### config.mk
export PLATFORM = sky130hd
export DESIGN_NAME = scwg_core
export DESIGN_NICKNAME = d
export VERILOG_FILES = /design/src/rtl/scwg_pkg.sv /design/src/rtl/scwg_core.sv
export SDC_FILE = /design/constraint.sdc
export NUM_CORES = 1
export LEC_CHECK = 0
export BUFFER_PORTS_ARGS = -buffer_cell sky130_fd_sc_hd__buf_4
export CAP_MARGIN = 10
export CORE_MARGIN = 3
export CORE_UTILIZATION = 45
export DETAILED_ROUTE_END_ITERATION = 10
export MAX_ROUTING_LAYER = met4
export REMOVE_ABC_BUFFERS = 1
export SYNTH_ARGS = -nofsm -noshare
export SYNTH_HDL_FRONTEND = slang
export SYNTH_SLANG_ARGS = --single-unit
### constraint.sdc
create_clock -name clk_i -period 6.48 [get_ports clk_i]
set_input_delay 0.648 -clock clk_i [delete_from_list [all_inputs] [get_ports clk_i]]
set_output_delay 0.648 -clock clk_i [all_outputs]
set_load 0.03 [all_outputs]
### src/rtl/scwg_pkg.sv
// constants and types shared by the serial command and write guard logic
package scwg_pkg;

  // ----------------------------------------------------------------
  // opcodes
  // ----------------------------------------------------------------
  localparam logic [7:0] SCWG_OP_LATCH_SET   = 8'h06; // set write latch
  localparam logic [7:0] SCWG_OP_LATCH_CLEAR = 8'h04; // clear write latch
  localparam logic [7:0] SCWG_OP_STAT_READ   = 8'h05; // status read
  localparam logic [7:0] SCWG_OP_STAT_WRITE  = 8'h01; // status write
  localparam logic [7:0] SCWG_OP_READ        = 8'h03; // memory read
  localparam logic [7:0] SCWG_OP_FAST_FETCH  = 8'h0b; // fast read
  localparam logic [7:0] SCWG_OP_WRITE       = 8'h02; // memory write
  localparam logic [7:0] SCWG_OP_SLEEP       = 8'hb9; // sleep entry
  localparam logic [7:0] SCWG_OP_IDENT       = 8'h9f; // identity read

  // ----------------------------------------------------------------
  // status field positions and reset value
  // ----------------------------------------------------------------
  localparam int         SCWG_BIT_PIN_GUARD = 7; // guard pin enable
  localparam int         SCWG_BIT_GUARD_HI  = 3; // upper block bit
  localparam int         SCWG_BIT_GUARD_LO  = 2; // lower block bit
  localparam int         SCWG_BIT_LATCH     = 1; // write latch flag
  localparam logic [7:0] SCWG_STATUS_RESET  = 8'h00;

  // ----------------------------------------------------------------
  // protected range lower bounds, 14-bit address
  // ----------------------------------------------------------------
  localparam logic [13:0] SCWG_PROT_QUARTER = 14'h3000;
  localparam logic [13:0] SCWG_PROT_HALF    = 14'h2000;
  localparam logic [13:0] SCWG_PROT_ALL     = 14'h0000;

  // ----------------------------------------------------------------
  // decoded command kinds
  // ----------------------------------------------------------------
  typedef enum logic [3:0] {
    SCWG_CMD_NONE, SCWG_CMD_LATCH_SET, SCWG_CMD_LATCH_CLEAR,
    SCWG_CMD_STAT_READ, SCWG_CMD_STAT_WRITE, SCWG_CMD_READ,
    SCWG_CMD_FAST_FETCH, SCWG_CMD_WRITE, SCWG_CMD_SLEEP,
    SCWG_CMD_IDENT, SCWG_CMD_INVALID
  } scwg_cmd_type;

  // memory write request handed to the array side
  typedef struct packed {
    logic        valid; // one-cycle strobe
    logic [13:0] addr;  // byte address
    logic [7:0]  data;  // byte to store
  } scwg_mem_write_type;

endpackage

### src/rtl/scwg_core.sv
// serial command decoder, write latch and status guard
`timescale 1ns/10ps
`default_nettype none
module scwg_core (
  input  wire logic                         clk_i,
  input  wire logic                         reset_i,
  input  wire logic                         cs_n_i,      // chip select
  input  wire logic                         sck_i,       // serial clock
  input  wire logic                         si_i,        // serial data in
  input  wire logic                         guard_n_i,   // guard pin
  input  wire logic [7:0]                   nv_status_i, // stored bits
  input  wire logic                         waking_i,    // sleep recovery
  output logic                              so_o,        // serial out
  output logic                              so_oe_o,     // out enable
  output scwg_pkg::scwg_cmd_type            cmd_o,       // decoded cmd
  output logic                              cmd_valid_o, // cmd strobe
  output logic [7:0]                        status_o,    // status view
  output logic                              nv_store_o,  // persist strobe
  output scwg_pkg::scwg_mem_write_type      mem_wr_o     // array write
);
  import scwg_pkg::*;

  // ----------------------------------------------------------------
  // input synchronisers
  // ----------------------------------------------------------------
  logic [2:0] cs_sync;   // chip select stages
  logic [2:0] sck_sync;  // clock stages
  logic [2:0] si_sync;   // data stages
  logic [2:0] wp_sync;   // guard pin stages
  logic       cs_lvl;    // filtered select level
  logic       sck_lvl;   // filtered clock level
  logic       si_lvl;    // filtered data level
  logic       wp_lvl;    // filtered guard level

  // three stages, level moves only when stages 2 and 3 agree
  always_ff @(posedge clk_i) begin
    if (reset_i) begin
      cs_sync  <= 3'h7;
      sck_sync <= 3'h0;
      si_sync  <= 3'h0;
      wp_sync  <= 3'h7;
    end else begin
      cs_sync  <= {cs_sync[1:0], cs_n_i};
      sck_sync <= {sck_sync[1:0], sck_i};
      si_sync  <= {si_sync[1:0], si_i};
      wp_sync  <= {wp_sync[1:0], guard_n_i};
    end
  end

  // filtered levels
  always_ff @(posedge clk_i) begin
    if (reset_i) begin
      cs_lvl  <= 1'b1;
      sck_lvl <= 1'b0;
      si_lvl  <= 1'b0;
      wp_lvl  <= 1'b1;
    end else begin
      if (cs_sync[1] == cs_sync[2])
        cs_lvl <= cs_sync[2];
      if (sck_sync[1] == sck_sync[2])
        sck_lvl <= sck_sync[2];
      if (si_sync[1] == si_sync[2])
        si_lvl <= si_sync[2];
      if (wp_sync[1] == wp_sync[2])
        wp_lvl <= wp_sync[2];
    end
  end

  // ----------------------------------------------------------------
  // edge detection
  // ----------------------------------------------------------------
  logic cs_prev;   // last select level
  logic sck_prev;  // last clock level
  logic cs_fall;   // frame start
  logic cs_rise;   // frame end
  logic sck_rise;  // sample point
  logic sck_fall;  // drive point
  logic active;    // frame open

  // previous levels; a clock edge counts only inside a frame
  always_ff @(posedge clk_i) begin
    if (reset_i) begin
      cs_prev  <= 1'b1;
      sck_prev <= 1'b0;
    end else begin
      cs_prev  <= cs_lvl;
      sck_prev <= sck_lvl;
    end
  end

  assign cs_fall  = cs_prev & ~cs_lvl;
  assign cs_rise  = ~cs_prev & cs_lvl;
  assign active   = ~cs_lvl & ~cs_prev;
  assign sck_rise = active & sck_lvl & ~sck_prev;
  assign sck_fall = active & ~sck_lvl & sck_prev;

  // ----------------------------------------------------------------
  // bit and byte counting
  // ----------------------------------------------------------------
  logic [2:0]  bit_cnt;   // bit within byte
  logic [7:0]  shift_in;  // receive shift
  logic [7:0]  next_byte; // byte with new bit
  logic        byte_done; // eighth bit sampled
  logic [2:0]  byte_cnt;  // bytes seen, saturates at 7

  assign next_byte = {shift_in[6:0], si_lvl};
  assign byte_done = sck_rise & (bit_cnt == 3'h7);

  // msb-first shift, counters restart with each frame
  always_ff @(posedge clk_i) begin
    if (reset_i || cs_fall) begin
      bit_cnt  <= 3'h0;
      shift_in <= 8'h00;
      byte_cnt <= 3'h0;
    end else if (sck_rise) begin
      bit_cnt  <= bit_cnt + 3'h1;
      shift_in <= next_byte;
      if (byte_done && byte_cnt != 3'h7)
        byte_cnt <= byte_cnt + 3'h1;
    end
  end

  // ----------------------------------------------------------------
  // opcode decode
  // ----------------------------------------------------------------
  scwg_cmd_type cmd;      // command of this frame
  scwg_cmd_type next_cmd; // decode of received byte

  // nine known codes; reserved and others count as invalid
  always_comb begin
    unique case (next_byte)
      SCWG_OP_LATCH_SET:   next_cmd = SCWG_CMD_LATCH_SET;
      SCWG_OP_LATCH_CLEAR: next_cmd = SCWG_CMD_LATCH_CLEAR;
      SCWG_OP_STAT_READ:   next_cmd = SCWG_CMD_STAT_READ;
      SCWG_OP_STAT_WRITE:  next_cmd = SCWG_CMD_STAT_WRITE;
      SCWG_OP_READ:        next_cmd = SCWG_CMD_READ;
      SCWG_OP_FAST_FETCH:  next_cmd = SCWG_CMD_FAST_FETCH;
      SCWG_OP_WRITE:       next_cmd = SCWG_CMD_WRITE;
      SCWG_OP_SLEEP:       next_cmd = SCWG_CMD_SLEEP;
      SCWG_OP_IDENT:       next_cmd = SCWG_CMD_IDENT;
      default:             next_cmd = SCWG_CMD_INVALID;
    endcase
  end

  // only the first byte of a frame is a command
  always_ff @(posedge clk_i) begin
    if (reset_i || cs_fall) begin
      cmd         <= SCWG_CMD_NONE;
      cmd_valid_o <= 1'b0;
    end else begin
      cmd_valid_o <= 1'b0;
      if (byte_done && byte_cnt == 3'h0) begin
        cmd         <= next_cmd;
        cmd_valid_o <= 1'b1;
      end
    end
  end

  assign cmd_o = cmd;

  // ----------------------------------------------------------------
  // write latch and status register
  // ----------------------------------------------------------------
  logic       wr_latch;    // write latch flag
  logic       pin_guard;   // guard pin enable
  logic [1:0] block_guard; // block protect bits
  logic       stat_ok;     // status write allowed
  logic       stat_take;   // full data byte received
  logic       nv_load;     // restore pending

  // guard pin matters only with the enable bit set
  assign stat_ok = wr_latch & ~(pin_guard & ~wp_lvl);
  assign stat_take = byte_done && byte_cnt == 3'h1 &&
                     cmd == SCWG_CMD_STAT_WRITE;

  // latch: set by its command only, cleared at end of write frames
  always_ff @(posedge clk_i) begin
    if (reset_i) begin
      wr_latch <= 1'b0;
    end else if (cs_rise) begin
      if (cmd == SCWG_CMD_LATCH_SET)
        wr_latch <= 1'b1;
      else if (cmd == SCWG_CMD_LATCH_CLEAR ||
               cmd == SCWG_CMD_STAT_WRITE ||
               cmd == SCWG_CMD_WRITE)
        wr_latch <= 1'b0;
    end
  end

  // block bits come from the nonvolatile store after reset
  always_ff @(posedge clk_i) begin
    if (reset_i) begin
      pin_guard   <= 1'b0;
      block_guard <= 2'h0;
    end else if (stat_take && stat_ok) begin
      // status bit 1 of the data byte is dropped on purpose
      pin_guard   <= next_byte[SCWG_BIT_PIN_GUARD];
      block_guard <= {next_byte[SCWG_BIT_GUARD_HI],
                      next_byte[SCWG_BIT_GUARD_LO]};
    end else if (nv_load) begin
      pin_guard   <= nv_status_i[SCWG_BIT_PIN_GUARD];
      block_guard <= {nv_status_i[SCWG_BIT_GUARD_HI],
                      nv_status_i[SCWG_BIT_GUARD_LO]};
    end
  end

  // one-shot restore right after reset release
  always_ff @(posedge clk_i) begin
    if (reset_i)
      nv_load <= 1'b1;
    else
      nv_load <= 1'b0;
  end

  // persist strobe follows an accepted status write
  always_ff @(posedge clk_i) begin
    if (reset_i)
      nv_store_o <= 1'b0;
    else
      nv_store_o <= stat_take & stat_ok;
  end

  // fixed bits read zero; bit 0 only uncertain while waking
  always_comb begin
    status_o = SCWG_STATUS_RESET;
    status_o[SCWG_BIT_PIN_GUARD] = pin_guard;
    status_o[SCWG_BIT_GUARD_HI]  = block_guard[1];
    status_o[SCWG_BIT_GUARD_LO]  = block_guard[0];
    status_o[SCWG_BIT_LATCH]     = wr_latch;
    status_o[0]                  = waking_i;
  end

  // ----------------------------------------------------------------
  // status read output
  // ----------------------------------------------------------------
  logic [7:0] shift_out; // transmit shift
  logic       so_run;    // driving status byte

  // load on the command byte, shift on falling edges, msb first
  always_ff @(posedge clk_i) begin
    if (reset_i || cs_rise || cs_fall) begin
      shift_out <= 8'h00;
      so_run    <= 1'b0;
      so_o      <= 1'b0;
    end else if (byte_done && byte_cnt == 3'h0 &&
                 next_cmd == SCWG_CMD_STAT_READ) begin
      shift_out <= status_o;
      so_run    <= 1'b1;
    end else if (sck_fall && so_run) begin
      so_o      <= shift_out[7];
      shift_out <= {shift_out[6:0], 1'b0};
      // one byte only, tristate once the ninth edge passes
      if (byte_cnt == 3'h2 && bit_cnt == 3'h0)
        so_run <= 1'b0;
    end
  end

  // invalid commands keep the pin released
  assign so_oe_o = so_run & active & (cmd == SCWG_CMD_STAT_READ);

  // ----------------------------------------------------------------
  // memory write guard
  // ----------------------------------------------------------------
  logic [13:0] wr_addr;  // burst address
  logic        wr_stop;  // burst halted
  logic        prot_hit; // address protected
  logic [13:0] prot_lo;  // lowest protected address

  // block bits pick the protected tail of the array
  always_comb begin
    unique case (block_guard)
      2'h0: prot_lo = SCWG_PROT_ALL;     // unused, see prot_hit
      2'h1: prot_lo = SCWG_PROT_QUARTER;
      2'h2: prot_lo = SCWG_PROT_HALF;
      2'h3: prot_lo = SCWG_PROT_ALL;
    endcase
  end

  assign prot_hit = (block_guard != 2'h0) && (wr_addr >= prot_lo);

  // address from bytes 2 and 3, data bytes thereafter
  always_ff @(posedge clk_i) begin
    if (reset_i || cs_fall) begin
      wr_addr  <= 14'h0000;
      wr_stop  <= 1'b0;
      mem_wr_o <= '0;
    end else begin
      mem_wr_o.valid <= 1'b0;
      if (byte_done && cmd == SCWG_CMD_WRITE) begin
        if (byte_cnt == 3'h1)
          wr_addr[13:8] <= next_byte[5:0];
        else if (byte_cnt == 3'h2)
          wr_addr[7:0] <= next_byte;
        else if (!wr_stop) begin
          if (!wr_latch || prot_hit) begin
            wr_stop <= 1'b1;
          end else begin
            mem_wr_o.valid <= 1'b1;
            mem_wr_o.addr  <= wr_addr;
            mem_wr_o.data  <= next_byte;
            wr_addr        <= wr_addr + 14'h0001;
          end
        end
      end
    end
  end
endmodule
`default_nettype wire

* Word level (Yosys, flattened, before mapping)
Index checks and enable logic that the tools add are counted.
** Word-level totals
- Flip-flop bits (word level) :: 90
- Input bits :: 15
- Output and inout port bits :: 39
- Logic and storage cells :: 149
** Cells by class
- Order comparisons :: 1
- Multiplexer cells :: 23
- Bitwise gates (word level) :: 25
- Add/sub/neg operators :: 3
- Reductions and logical operators :: 36
- Equal/unequal tests :: 31
** Operators with widths (number)
- case mux 14 bit (3 select lines) :: 1
- case mux 4 bit (9 select lines) :: 1
- 2-to-1 mux 14 bit :: 2
- == test 8 x 3 -> 1 bit, second input constant :: 3
- 2-to-1 mux 8 bit :: 3
- 2-to-1 mux 23 bit :: 1
- == test 8 x 2 -> 1 bit, second input constant :: 2
- == test 8 bit, second input constant :: 2
- adder 14 x 1 -> 14 bit, second input constant :: 1
- >= comparator 14 bit :: 1
- AND 1 bit :: 13
- == test 4 x 2 -> 1 bit, second input constant :: 3
- 2-to-1 mux 6 bit :: 2
- inverter 1 bit :: 12
- 2-to-1 mux 1 bit :: 11
- logical AND 1 bit :: 10
- nonzero test 2 bit :: 5
- == test 4 x 3 -> 1 bit, second input constant :: 2
- == test 8 x 1 -> 1 bit, second input constant :: 1
- == test 8 x 4 -> 1 bit, second input constant :: 1
- AND reduction 2 bit :: 4
- AND reduction 4 bit :: 2
- adder 3 x 1 -> 3 bit, second input constant :: 2
- logical NOT 3 bit :: 2
- 18 further kinds :: 32

* Depth between registers and ports, before layout
Gate-level depths: netlist of the first run.
- Word-level depth :: 10
- Mapped depth :: 11
- Mapped depth without buffers :: 9

* Worst setup path after synthesis of the first run
OpenSTA, ideal clock, no wires.
- Path kind :: register to register
- From :: register block_guard[0]
- To :: register mem_wr_o[2] (netlist name)
- Library setup time :: 0.132 ns
- Period minus slack after synthesis :: 2.858 ns
- Setup slack :: 3.622 ns
- Data required time :: 6.348 ns
- Arrival time :: 2.726 ns
- Cell stages (with the launch flop) :: 12
- Path buffers :: 2
- Cells stage by stage :: dfxtp_1 > inv_1 > ha_1 > inv_1 > ha_1 > nor3b_1 > or4_1 > buf_2 > or4_4 > buf_6 > nand2_1 > a21oi_1
** Between the ends
- Cells in the longest elaborated chain, start to end :: 8
- Elaborated cells on any way between the ends :: 12
- Those cells by class :: 1 x order compare; 3 x eq/ne; 1 x mux; 1 x bitwise; 6 x reduce/logical
** RTL lines
- start: declaration :: RTL line scwg_core.sv:166 : logic [1:0] block_guard;
- start signal: assignment :: RTL line scwg_core.sv:198 : block_guard <= {next_byte[SCWG_BIT_GUARD_HI],
- start signal: assignment :: RTL line scwg_core.sv:202 : block_guard <= {nv_status_i[SCWG_BIT_GUARD_HI],
- == test 2 bit / logical NOT 2 bit (equally long branches) :: RTL line scwg_core.sv:271 : unique case (block_guard)
- OR reduction 2 bit (no line)
- case mux 14 bit (3 select lines) :: RTL line scwg_core.sv:271
- >= comparator 14 bit :: RTL line scwg_core.sv:279 : assign prot_hit = (block_guard != 2'h0) && (wr_addr >= prot_lo);
- logical AND 1 bit * :: RTL line scwg_core.sv:279
- logical OR 1 bit * :: RTL line scwg_core.sv:295 : if (!wr_latch || prot_hit) begin
- inverter 1 bit (no line) *
- AND reduction 5 bit (no line) *
- end: declaration :: RTL line scwg_core.sv:19 : output scwg_pkg::scwg_mem_write_type mem_wr_o
Mark *: on every way between the ends. The rest lies on a longest branch, timed or not. The select of a mux whose other input is x is not followed.
A chain may end at the register's enable or synchronous reset.

* Worst setup path after layout of the first run
- From :: register block_guard[0]
- To :: register mem_wr_o[15] (netlist name)
The elaborated chain is that of the path after synthesis.

==> tab_implementation.tex, run 1 <==
\begin{tabular}{lr}
\hline
Metric & Value \\
\hline
\multicolumn{2}{l}{\textbf{Status}} \\
Result of the run & finished, final reports clean \\
\multicolumn{2}{l}{\textbf{Detailed routing}} \\
Violation count after the first detailed-routing iteration & 223 \\
Mean routed wirelength per cell & 15.72 um \\
Final wirelength & 10,660 um \\
Via density per instance & 5.541 \\
Detail Route Antenna Nets & 0 \\
First-pass DRT Iterations & 4 \\
Number of vias after detailed routing & 3,757 \\
\# DRC & 0 \\
\multicolumn{2}{l}{\textbf{Setup path}} \\
Worst path arrival time & 3.11 ns \\
Worst reg2reg path startpoint & block\_guard[0] \\
Worst Setup Path Type & reg2reg \\
Reg2reg path depth & 9 \\
Top Family by Delay on Critical Path & simple AND/OR/NAND/NOR gates \\
Maximum fanout encountered on the critical timing path & 22 \\
Slowest cell delay on critical path & 0.69 ns \\
Cell with the largest stage delay on the worst path & sky130\_fd\_sc\_hd\_\_or4\_4 \\
Capturing point of the worst reg2reg path & mem\_wr\_o[15] \\
CP cell instances & inv\_1 -> ha\_1 -> inv\_1 -> ha\_1 -> nor3b\_1 -> or4\_1 -> or4\_4 -> nand2\_1 -> a21oi\_1 \\
CP endpoint kind & flop \\
Internal reg-to-reg setup slack & 3.57 ns \\
Critical Path Source Type & flop \\
Required time at the endpoint of the critical path & 6.68 ns \\
Count of buffer and inverter cells on the critical path & 2 \\
\multicolumn{2}{l}{\textbf{Hold path}} \\
Worst min-delay path category & reg2reg \\
Worst Min Path Start & wp\_sync[0] \\
Endpoint of the worst hold-timing path & wp\_sync[1] \\
Instance count along the most critical hold path & 1 \\
\multicolumn{2}{l}{\textbf{CTS}} \\
Clock Latency Late Sink & 0.36 ns \\
Post-cts repair resize count & 0 \\
Level count of the clock H-tree & 3 \\
Clock tree sinks & 90 \\
CTS tree & yes \\
Inserted Clock Buffers & 9 \\
CTS Root Cell & sky130\_fd\_sc\_hd\_\_clkbuf\_8 \\
Clk buf depth & 2 \\
Number of setup buffers added after CTS & 0 \\
Post-CTS Hold Buffers & 0 \\
Post-CTS clock slew at the launch and capture registers of the worst setup and hold paths & 0.09 ns \\
\multicolumn{2}{l}{\textbf{Final layout}} \\
Layout Utilization & 0.5239 \\
Total area of sequential cells & 1802 sq um \\
Footprint of the multi-input gates & 2292 sq um \\
Layout overhead on the synthesized area & 12.27\% \\
Fin nets & 573 \\
Layout cells sized above 1 & 0.1548 \\
Post-Layout Cell Count & 678 \\
Count of filler cells inserted in the layout & 906 \\
Number of antenna repair diodes & 0 \\
\multicolumn{2}{l}{\textbf{Power and ir drop}} \\
Overall power of the completed layout & 1.002 mW \\
Cell area power density & 205.0 nW/um\^{}2 \\
Highest ir drop seen on vdd & 0.09123 mV \\
Leakage power of the design & 1.730 nW \\
\multicolumn{2}{l}{\textbf{Global routing}} \\
Antenna violations before repair & 0 \\
Largest net degree at the start of global routing & 45 \\
Total global routing overflow & 0 \\
Global-route wire length before repair & 17,810 um \\
Total track usage & 0.2030 \\
Vias in the first global route & 3,537 \\
\multicolumn{2}{l}{\textbf{Yosys}} \\
Area share of the largest cell type after synthesis & 0.4139 \\
Share of synthesized area occupied by flip-flops and latches & 0.4139 \\
Async set-or-reset flop fraction in the synthesized netlist & 0 \\
Primary FF master, synth & sky130\_fd\_sc\_hd\_\_dfxtp\_1 \\
Number of enable flip-flop cells after synthesis & 0 \\
Dominant cells by area after synthesis & sky130\_fd\_sc\_hd\_\_dfxtp\_1 (41\%), sky130\_fd\_sc\_hd\_\_nand2\_1 (7.3\%), sky130\_fd\_sc\_hd\_\_a21oi\_1 (6.1\%) \\
Avg Cell Area, Syn & 8.307 sq um \\
Warnings, synthesis & 0 \\
Gate count of the mapped netlist & 524 \\
Number of register bits inferred by synthesis & 90 \\
Netlist area before placement & 4353 sq um \\
Top cell type by total area after synthesis & sky130\_fd\_sc\_hd\_\_dfxtp\_1 \\
Number of distinct library cell variants in the gate-level netlist after synthesis & 64 \\
\multicolumn{2}{l}{\textbf{STA}} \\
Number of pins with negative max-slew slack in the final report & 0 \\
Final cycle utilization of the critical path & 0.4492 \\
Skew final & 0.01214 ns \\
Final Hold Vio Count & 0 \\
Setup\_tns & 0 ns \\
Max Freq & 0.3436 GHz \\
Setup violations, final & 0 \\
Relative slew slack & 0.2717 \\
Unrepaired setup endpoints after global routing & false \\
Min cycle time layout & 2.911 ns \\
Worst slew pin tran & 1.088 ns \\
\multicolumn{2}{l}{\textbf{Die}} \\
Area of the die & 10,890 sq um \\
Initial cell density of the core & 0.4667 \\
Die height & 104.4 um \\
Area of the core region & 9328 sq um \\
\# IOs & 54 \\
Standard-cell row count & 35 \\
Floorplan die width & 104.4 um \\
\multicolumn{2}{l}{\textbf{Placed design}} \\
Buffers added on ports & 45 \\
Detailed placer's ending HPWL & 7162 um \\
Inst Count DP & 661 \\
Global placement routability congestion & 0.8942 \\
\multicolumn{2}{l}{\textbf{Run}} \\
Number of maximum-capacitance constraint violations & 0 \\
\hline
\end{tabular}
synthesized netlist by cell type (all sizes together), types with 2 or more instances:
master,n
o211ai,3
or4,5
a21oi,53
nand4,10
nand3b,4
ha,14
nand2,85
a211oi,8
or2,9
nand2b,8
a31oi,9
nor2b,13
dfxtp,90
a311oi,2
o31ai,6
clkbuf,28
o21bai,3
nor4b,2
nor2,28
inv,17
nor3b,4
a22oi,5
o21ai,23
mux2i,6
and4,4
nand4b,4
nand3,12
nor3,14
and3,6
buf,13
xnor2,2
o41ai,2
and2,2
or3,3
nor4,9
sequential cells by signal, summed over array words and instances (netlist names), 2 cells and up:
register,cells
cs_sync,3
shift_in,7
mem_wr_o,23
byte_cnt,3
cmd_o,4
wr_addr,14
sck_sync,3
si_sync,3
shift_out,8
block_guard,2
wp_sync,3
bit_cnt,3
layout by cell type (no fill, tap or decap), types with 4 or more instances in the layout:
cell and n:
sky130_fd_sc_hd__dfxtp_1 90, sky130_fd_sc_hd__nand2_1 85, sky130_fd_sc_hd__a21oi_1 53, sky130_fd_sc_hd__buf_4 47, sky130_fd_sc_hd__nor2_1 28, sky130_fd_sc_hd__o21ai_0 23
sky130_fd_sc_hd__inv_1 16, sky130_fd_sc_hd__nor3_1 14, sky130_fd_sc_hd__ha_1 14, sky130_fd_sc_hd__nor2b_1 13, sky130_fd_sc_hd__nand3_1 12, sky130_fd_sc_hd__clkbuf_8 10
sky130_fd_sc_hd__a31oi_1 9, sky130_fd_sc_hd__nand4_1 9, sky130_fd_sc_hd__or2_2 8, sky130_fd_sc_hd__nand2b_1 8, sky130_fd_sc_hd__a211oi_1 8, sky130_fd_sc_hd__mux2i_1 6
sky130_fd_sc_hd__and3_1 6, sky130_fd_sc_hd__o31ai_1 6, sky130_fd_sc_hd__nand3b_1 4, sky130_fd_sc_hd__or4_1 4, sky130_fd_sc_hd__nor4_1 4, sky130_fd_sc_hd__nor3b_1 4
sky130_fd_sc_hd__a22oi_1 4, sky130_fd_sc_hd__nand4b_1 4, sky130_fd_sc_hd__and4_1 4
power breakdown:
group / switching [mW] / total [mW] / internal (mW) / leakage [nW]
Sequential: 0.00453 / 0.563 / 0.558 / 0.728
Clock: 0.207 / 0.398 / 0.191 / 0.0962
Combinational: 0.0267 / 0.0413 / 0.0146 / 0.906
Total: 0.238 / 1.00 / 0.764 / 1.73
worst max path at each step:
stage / end / from / slack, ns / depth (start not counted)
6_report: mem_wr_o[15] / block_guard[0] / 3.57 / 9
5_1_grt: mem_wr_o[4] / block_guard[0] / 3.43 / 9
4_1_cts: mem_wr_o[7] / block_guard[0] / 3.17 / 9
3_5_place_dp: mem_wr_o[7] / block_guard[0] / 3.19 / 9
3_3_place_gp: mem_wr_o[9] / block_guard[0] / 3.23 / 9
2_1_floorplan: mem_wr_o[0] / block_guard[0] / 3.54 / 9
final cells by class:
| class | count | share of cell area |
|---|---|---|
| multi-input combinational | 378 | 0.4690 |
| inverter | 17 | 0.01306 |
| timing repair buffer | 48 | 0.07450 |
| clock buffer | 11 | 0.02893 |
| tap | 129 | 0.03303 |
| clock inverter | 5 | 0.01280 |
| sequential | 90 | 0.3687 |
stage by stage:
stage	worst slack [ns]	area, sq um	hold slack (ns)
2_1_floorplan	3.536	4158	0.3895
3_3_place_gp	3.225	4672	0.3957
3_5_place_dp	3.188	4672	0.3978
4_1_cts	3.171	4876	0.4214
5_1_grt	3.426	4887	0.4458
6_report	3.569	4887	0.4192
cell families (layout without fill, tap and decap cells):
group / after synthesis / after routing / synth area share
and+or+nand+nor: 226 / 226 / 0.2849
AOI/OAI and AO/OA: 125 / 125 / 0.1765
DFF: 90 / 90 / 0.4139
buffers and inverters: 58 / 81 / 0.06122
adders and majority gates: 14 / 14 / 0.04024
muxes: 7 / 7 / 0.01638
xor gates and xnor gates: 3 / 3 / 0.006037
other: 1 / 3 / 0.0008615
metal layers:
metal  global-route usage  vias to the layer above  routed length [um]
met1               0.2731                     1785                5412
met5                    -                        -                   0
met2               0.3178                       67                4721
met4              0.06553                        0                 144
li1                     -                     1892                   -
met3              0.02545                       13                 382
(Power assumes the default switching activity.)
==> inputs of run 2 (changes only) <==
- PLACE_DENSITY: default -> 0.67
- clock period: 6.48 -> 2.4 ns (I/O delays scaled with it)
==> run 2 against run 1 <==
  * The flow now finishes with violations (negative setup slack)
  * Utilization is 6.7 points higher
  * First-iteration DRC count fell by 15%
  * Clock power up 140%
  * Global-route usage increased by 1.8 points
  * Sequential power grew to 2.7 times the previous value
  * Clock skew fell by 0.0046 ns
  * Largest cell class unchanged
  * Largest power group unchanged
  * Highest routed layer unchanged
==> tab_implementation.tex, run 2 (synthesized netlist as in run 1, its figures left out) <==
\begin{tabular}{lr}
\hline
Metric & Value \\
\hline
\multicolumn{2}{l}{\textbf{Status}} \\
Result of the run & finished with violations \\
Violations in the final reports & negative setup slack \\
\multicolumn{2}{l}{\textbf{Die}} \\
Initial cell density of the core & 0.4667 \\
\# IOs & 54 \\
Die height & 104.4 um \\
Standard-cell row count & 35 \\
Area of the core region & 9328 sq um \\
Floorplan die width & 104.4 um \\
Area of the die & 10,890 sq um \\
\multicolumn{2}{l}{\textbf{Final layout}} \\
Footprint of the multi-input gates & 2516 sq um \\
Largest regs & mem\_wr\_o (23), wr\_addr (14), shift\_out (8) \\
Finished Cell Area & 5513 sq um \\
Number of flip-flops under the largest register name & 23 \\
Most flops, register & mem\_wr\_o \\
Number of antenna repair diodes & 0 \\
Count of filler cells inserted in the layout & 884 \\
Most frequent standard cell in the layout excluding fill and tap cells & sky130\_fd\_sc\_hd\_\_dfxtp\_1 \\
Layout Utilization & 0.5910 \\
Commonest cells after routing, fill and taps aside & sky130\_fd\_sc\_hd\_\_dfxtp\_1 (88), sky130\_fd\_sc\_hd\_\_buf\_4 (81), sky130\_fd\_sc\_hd\_\_nand2\_1 (69), sky130\_fd\_sc\_hd\_\_a21oi\_1 (45), sky130\_fd\_sc\_hd\_\_nor2\_1 (26) \\
Post-Layout Cell Count & 724 \\
Fin nets & 619 \\
Layout cells sized above 1 & 0.2975 \\
Total area of sequential cells & 1804 sq um \\
Layout overhead on the synthesized area & 26.65\% \\
\multicolumn{2}{l}{\textbf{Power and ir drop}} \\
Overall power of the completed layout & 2.646 mW \\
Cell area power density & 479.9 nW/um\^{}2 \\
Leakage power of the design & 2.034 nW \\
Highest ir drop seen on vdd & 0.2857 mV \\
\multicolumn{2}{l}{\textbf{Detailed routing}} \\
\# DRC & 0 \\
Met3 WL & 517 um \\
Mean routed wirelength per cell & 15.93 um \\
Highest routing layer actually used & met4 \\
Number of vias after detailed routing & 4,008 \\
Met2 WL & 5299 um \\
First-pass DRT Iterations & 5 \\
Routed length on met1 & 5571 um \\
Violation count after the first detailed-routing iteration & 190 \\
Detail Route Antenna Nets & 0 \\
Final wirelength & 11,540 um \\
Via density per instance & 5.536 \\
\multicolumn{2}{l}{\textbf{Hold path}} \\
Worst min-delay path category & in2reg \\
Worst Min Path Start & guard\_n\_i \\
\multicolumn{2}{l}{\textbf{STA}} \\
Setup\_tns & -2.118 ns \\
Setup violations, final & 29 \\
Worst slew pin tran & 0.7005 ns \\
Worst hold margin & 0.05361 ns \\
Unrepaired setup endpoints after global routing & true \\
Final Hold Vio Count & 0 \\
Max Freq & 0.3978 GHz \\
Number of pins with negative max-slew slack in the final report & 0 \\
Min cycle time layout & 2.514 ns \\
Skew final & 0.007514 ns \\
Relative slew slack & 0.5323 \\
Final Worst Setup Slack & -0.1139 ns \\
Final cycle utilization of the critical path & 1.047 \\
\multicolumn{2}{l}{\textbf{Placed design}} \\
Buffers added on ports & 45 \\
Area after DPL & 4975 sq um \\
Detailed placer's ending HPWL & 7728 um \\
Global placement routability congestion & 0.8645 \\
Inst Count DP & 698 \\
Pre-CTS setup slack & -0.2372 ns \\
\multicolumn{2}{l}{\textbf{Global routing}} \\
Largest net degree at the start of global routing & 29 \\
Vias in the first global route & 3,799 \\
Total global routing overflow & 0 \\
Antenna violations before repair & 0 \\
Total track usage & 0.2206 \\
Global-route wire length before repair & 19,090 um \\
\multicolumn{2}{l}{\textbf{Setup path}} \\
Critical Path Source Type & flop \\
Worst Setup Path Type & reg2reg \\
Maximum fanout encountered on the critical timing path & 22 \\
Worst reg2reg path startpoint & block\_guard[1] \\
Required time at the endpoint of the critical path & 2.63 ns \\
CP endpoint kind & flop \\
Worst path arrival time & 2.75 ns \\
Timing startpoint of the critical path & block\_guard[1] \\
\multicolumn{2}{l}{\textbf{CTS}} \\
Post-CTS clock slew at the launch and capture registers of the worst setup and hold paths & 0.09 ns \\
CTS Root Cell & sky130\_fd\_sc\_hd\_\_clkbuf\_8 \\
CTS tree & yes \\
Clock Latency Late Sink & 0.37 ns \\
Clk buf depth & 2 \\
Inserted Clock Buffers & 9 \\
Clock tree sinks & 90 \\
Level count of the clock H-tree & 3 \\
\multicolumn{2}{l}{\textbf{Run}} \\
Number of maximum-capacitance constraint violations & 0 \\
\hline
\end{tabular}
-- run 2: cell count changes in the layout (fill, tap and decap cells not counted), moves of 3 or more --
cell,change
sky130_fd_sc_hd__buf_6,+8
sky130_fd_sc_hd__inv_1,-3
sky130_fd_sc_hd__buf_12,+3
sky130_fd_sc_hd__a21oi_2,+8
sky130_fd_sc_hd__inv_2,+3
sky130_fd_sc_hd__nand2_1,-16
sky130_fd_sc_hd__buf_4,+34
sky130_fd_sc_hd__a21oi_1,-8
sky130_fd_sc_hd__nand2_2,+14
-- run 2: final timing paths --
kind / end / slack (ns) / depth (start not counted)
setup reg to reg: mem_wr_o[14] / -0.11 / 9
hold / removal: wp_sync[0] / 0.05 / 2
hold reg to reg: wp_sync[1] / 0.42 / 1
setup / recovery: mem_wr_o[14] / -0.11 / 9
-- run 2: power by group --
part	leakage [nW]	internal (mW)	switching [mW]
registers	0.729	1.51	0.0131
logic	1.22	0.0818	0.0934
clock network	0.0839	0.383	0.567
-- run 2: per-layer routing --
layer	up-vias	GRT usage
li1	1978	-
met1	1914	0.2982
met2	105	0.3335
met3	11	0.03973
met4	0	0.07407
met5	-	-
-- run 2: final cells by class --
type                    count  area share
clock buffers              11     0.02383
flip-flops and latches     90      0.3273
repair buffers             94      0.1446
well taps                 129     0.02928
clock inverters             5    0.007036
inverters                  17     0.01158
multi-input cells         378      0.4564
-- run 2: worst max-delay path, stage by stage, from the launching register on --
cell	delay, ns
sky130_fd_sc_hd__dfxtp_2	0.35
sky130_fd_sc_hd__inv_2	0.05
sky130_fd_sc_hd__ha_4	0.25
sky130_fd_sc_hd__inv_2	0.04
sky130_fd_sc_hd__ha_4	0.23
sky130_fd_sc_hd__nor3b_4	0.15
sky130_fd_sc_hd__or4_4	0.50
sky130_fd_sc_hd__or4_4	0.58
sky130_fd_sc_hd__nand2_1	0.15
sky130_fd_sc_hd__a21oi_2	0.06
-- run 2: timing repair --
item                       CTS  global route
pin swaps                   28            18
hold buffers                 0             0
gates resized for setup     41            28
setup buffers                7             3
cloned                       3             0
setup endpoints to repair   34            36
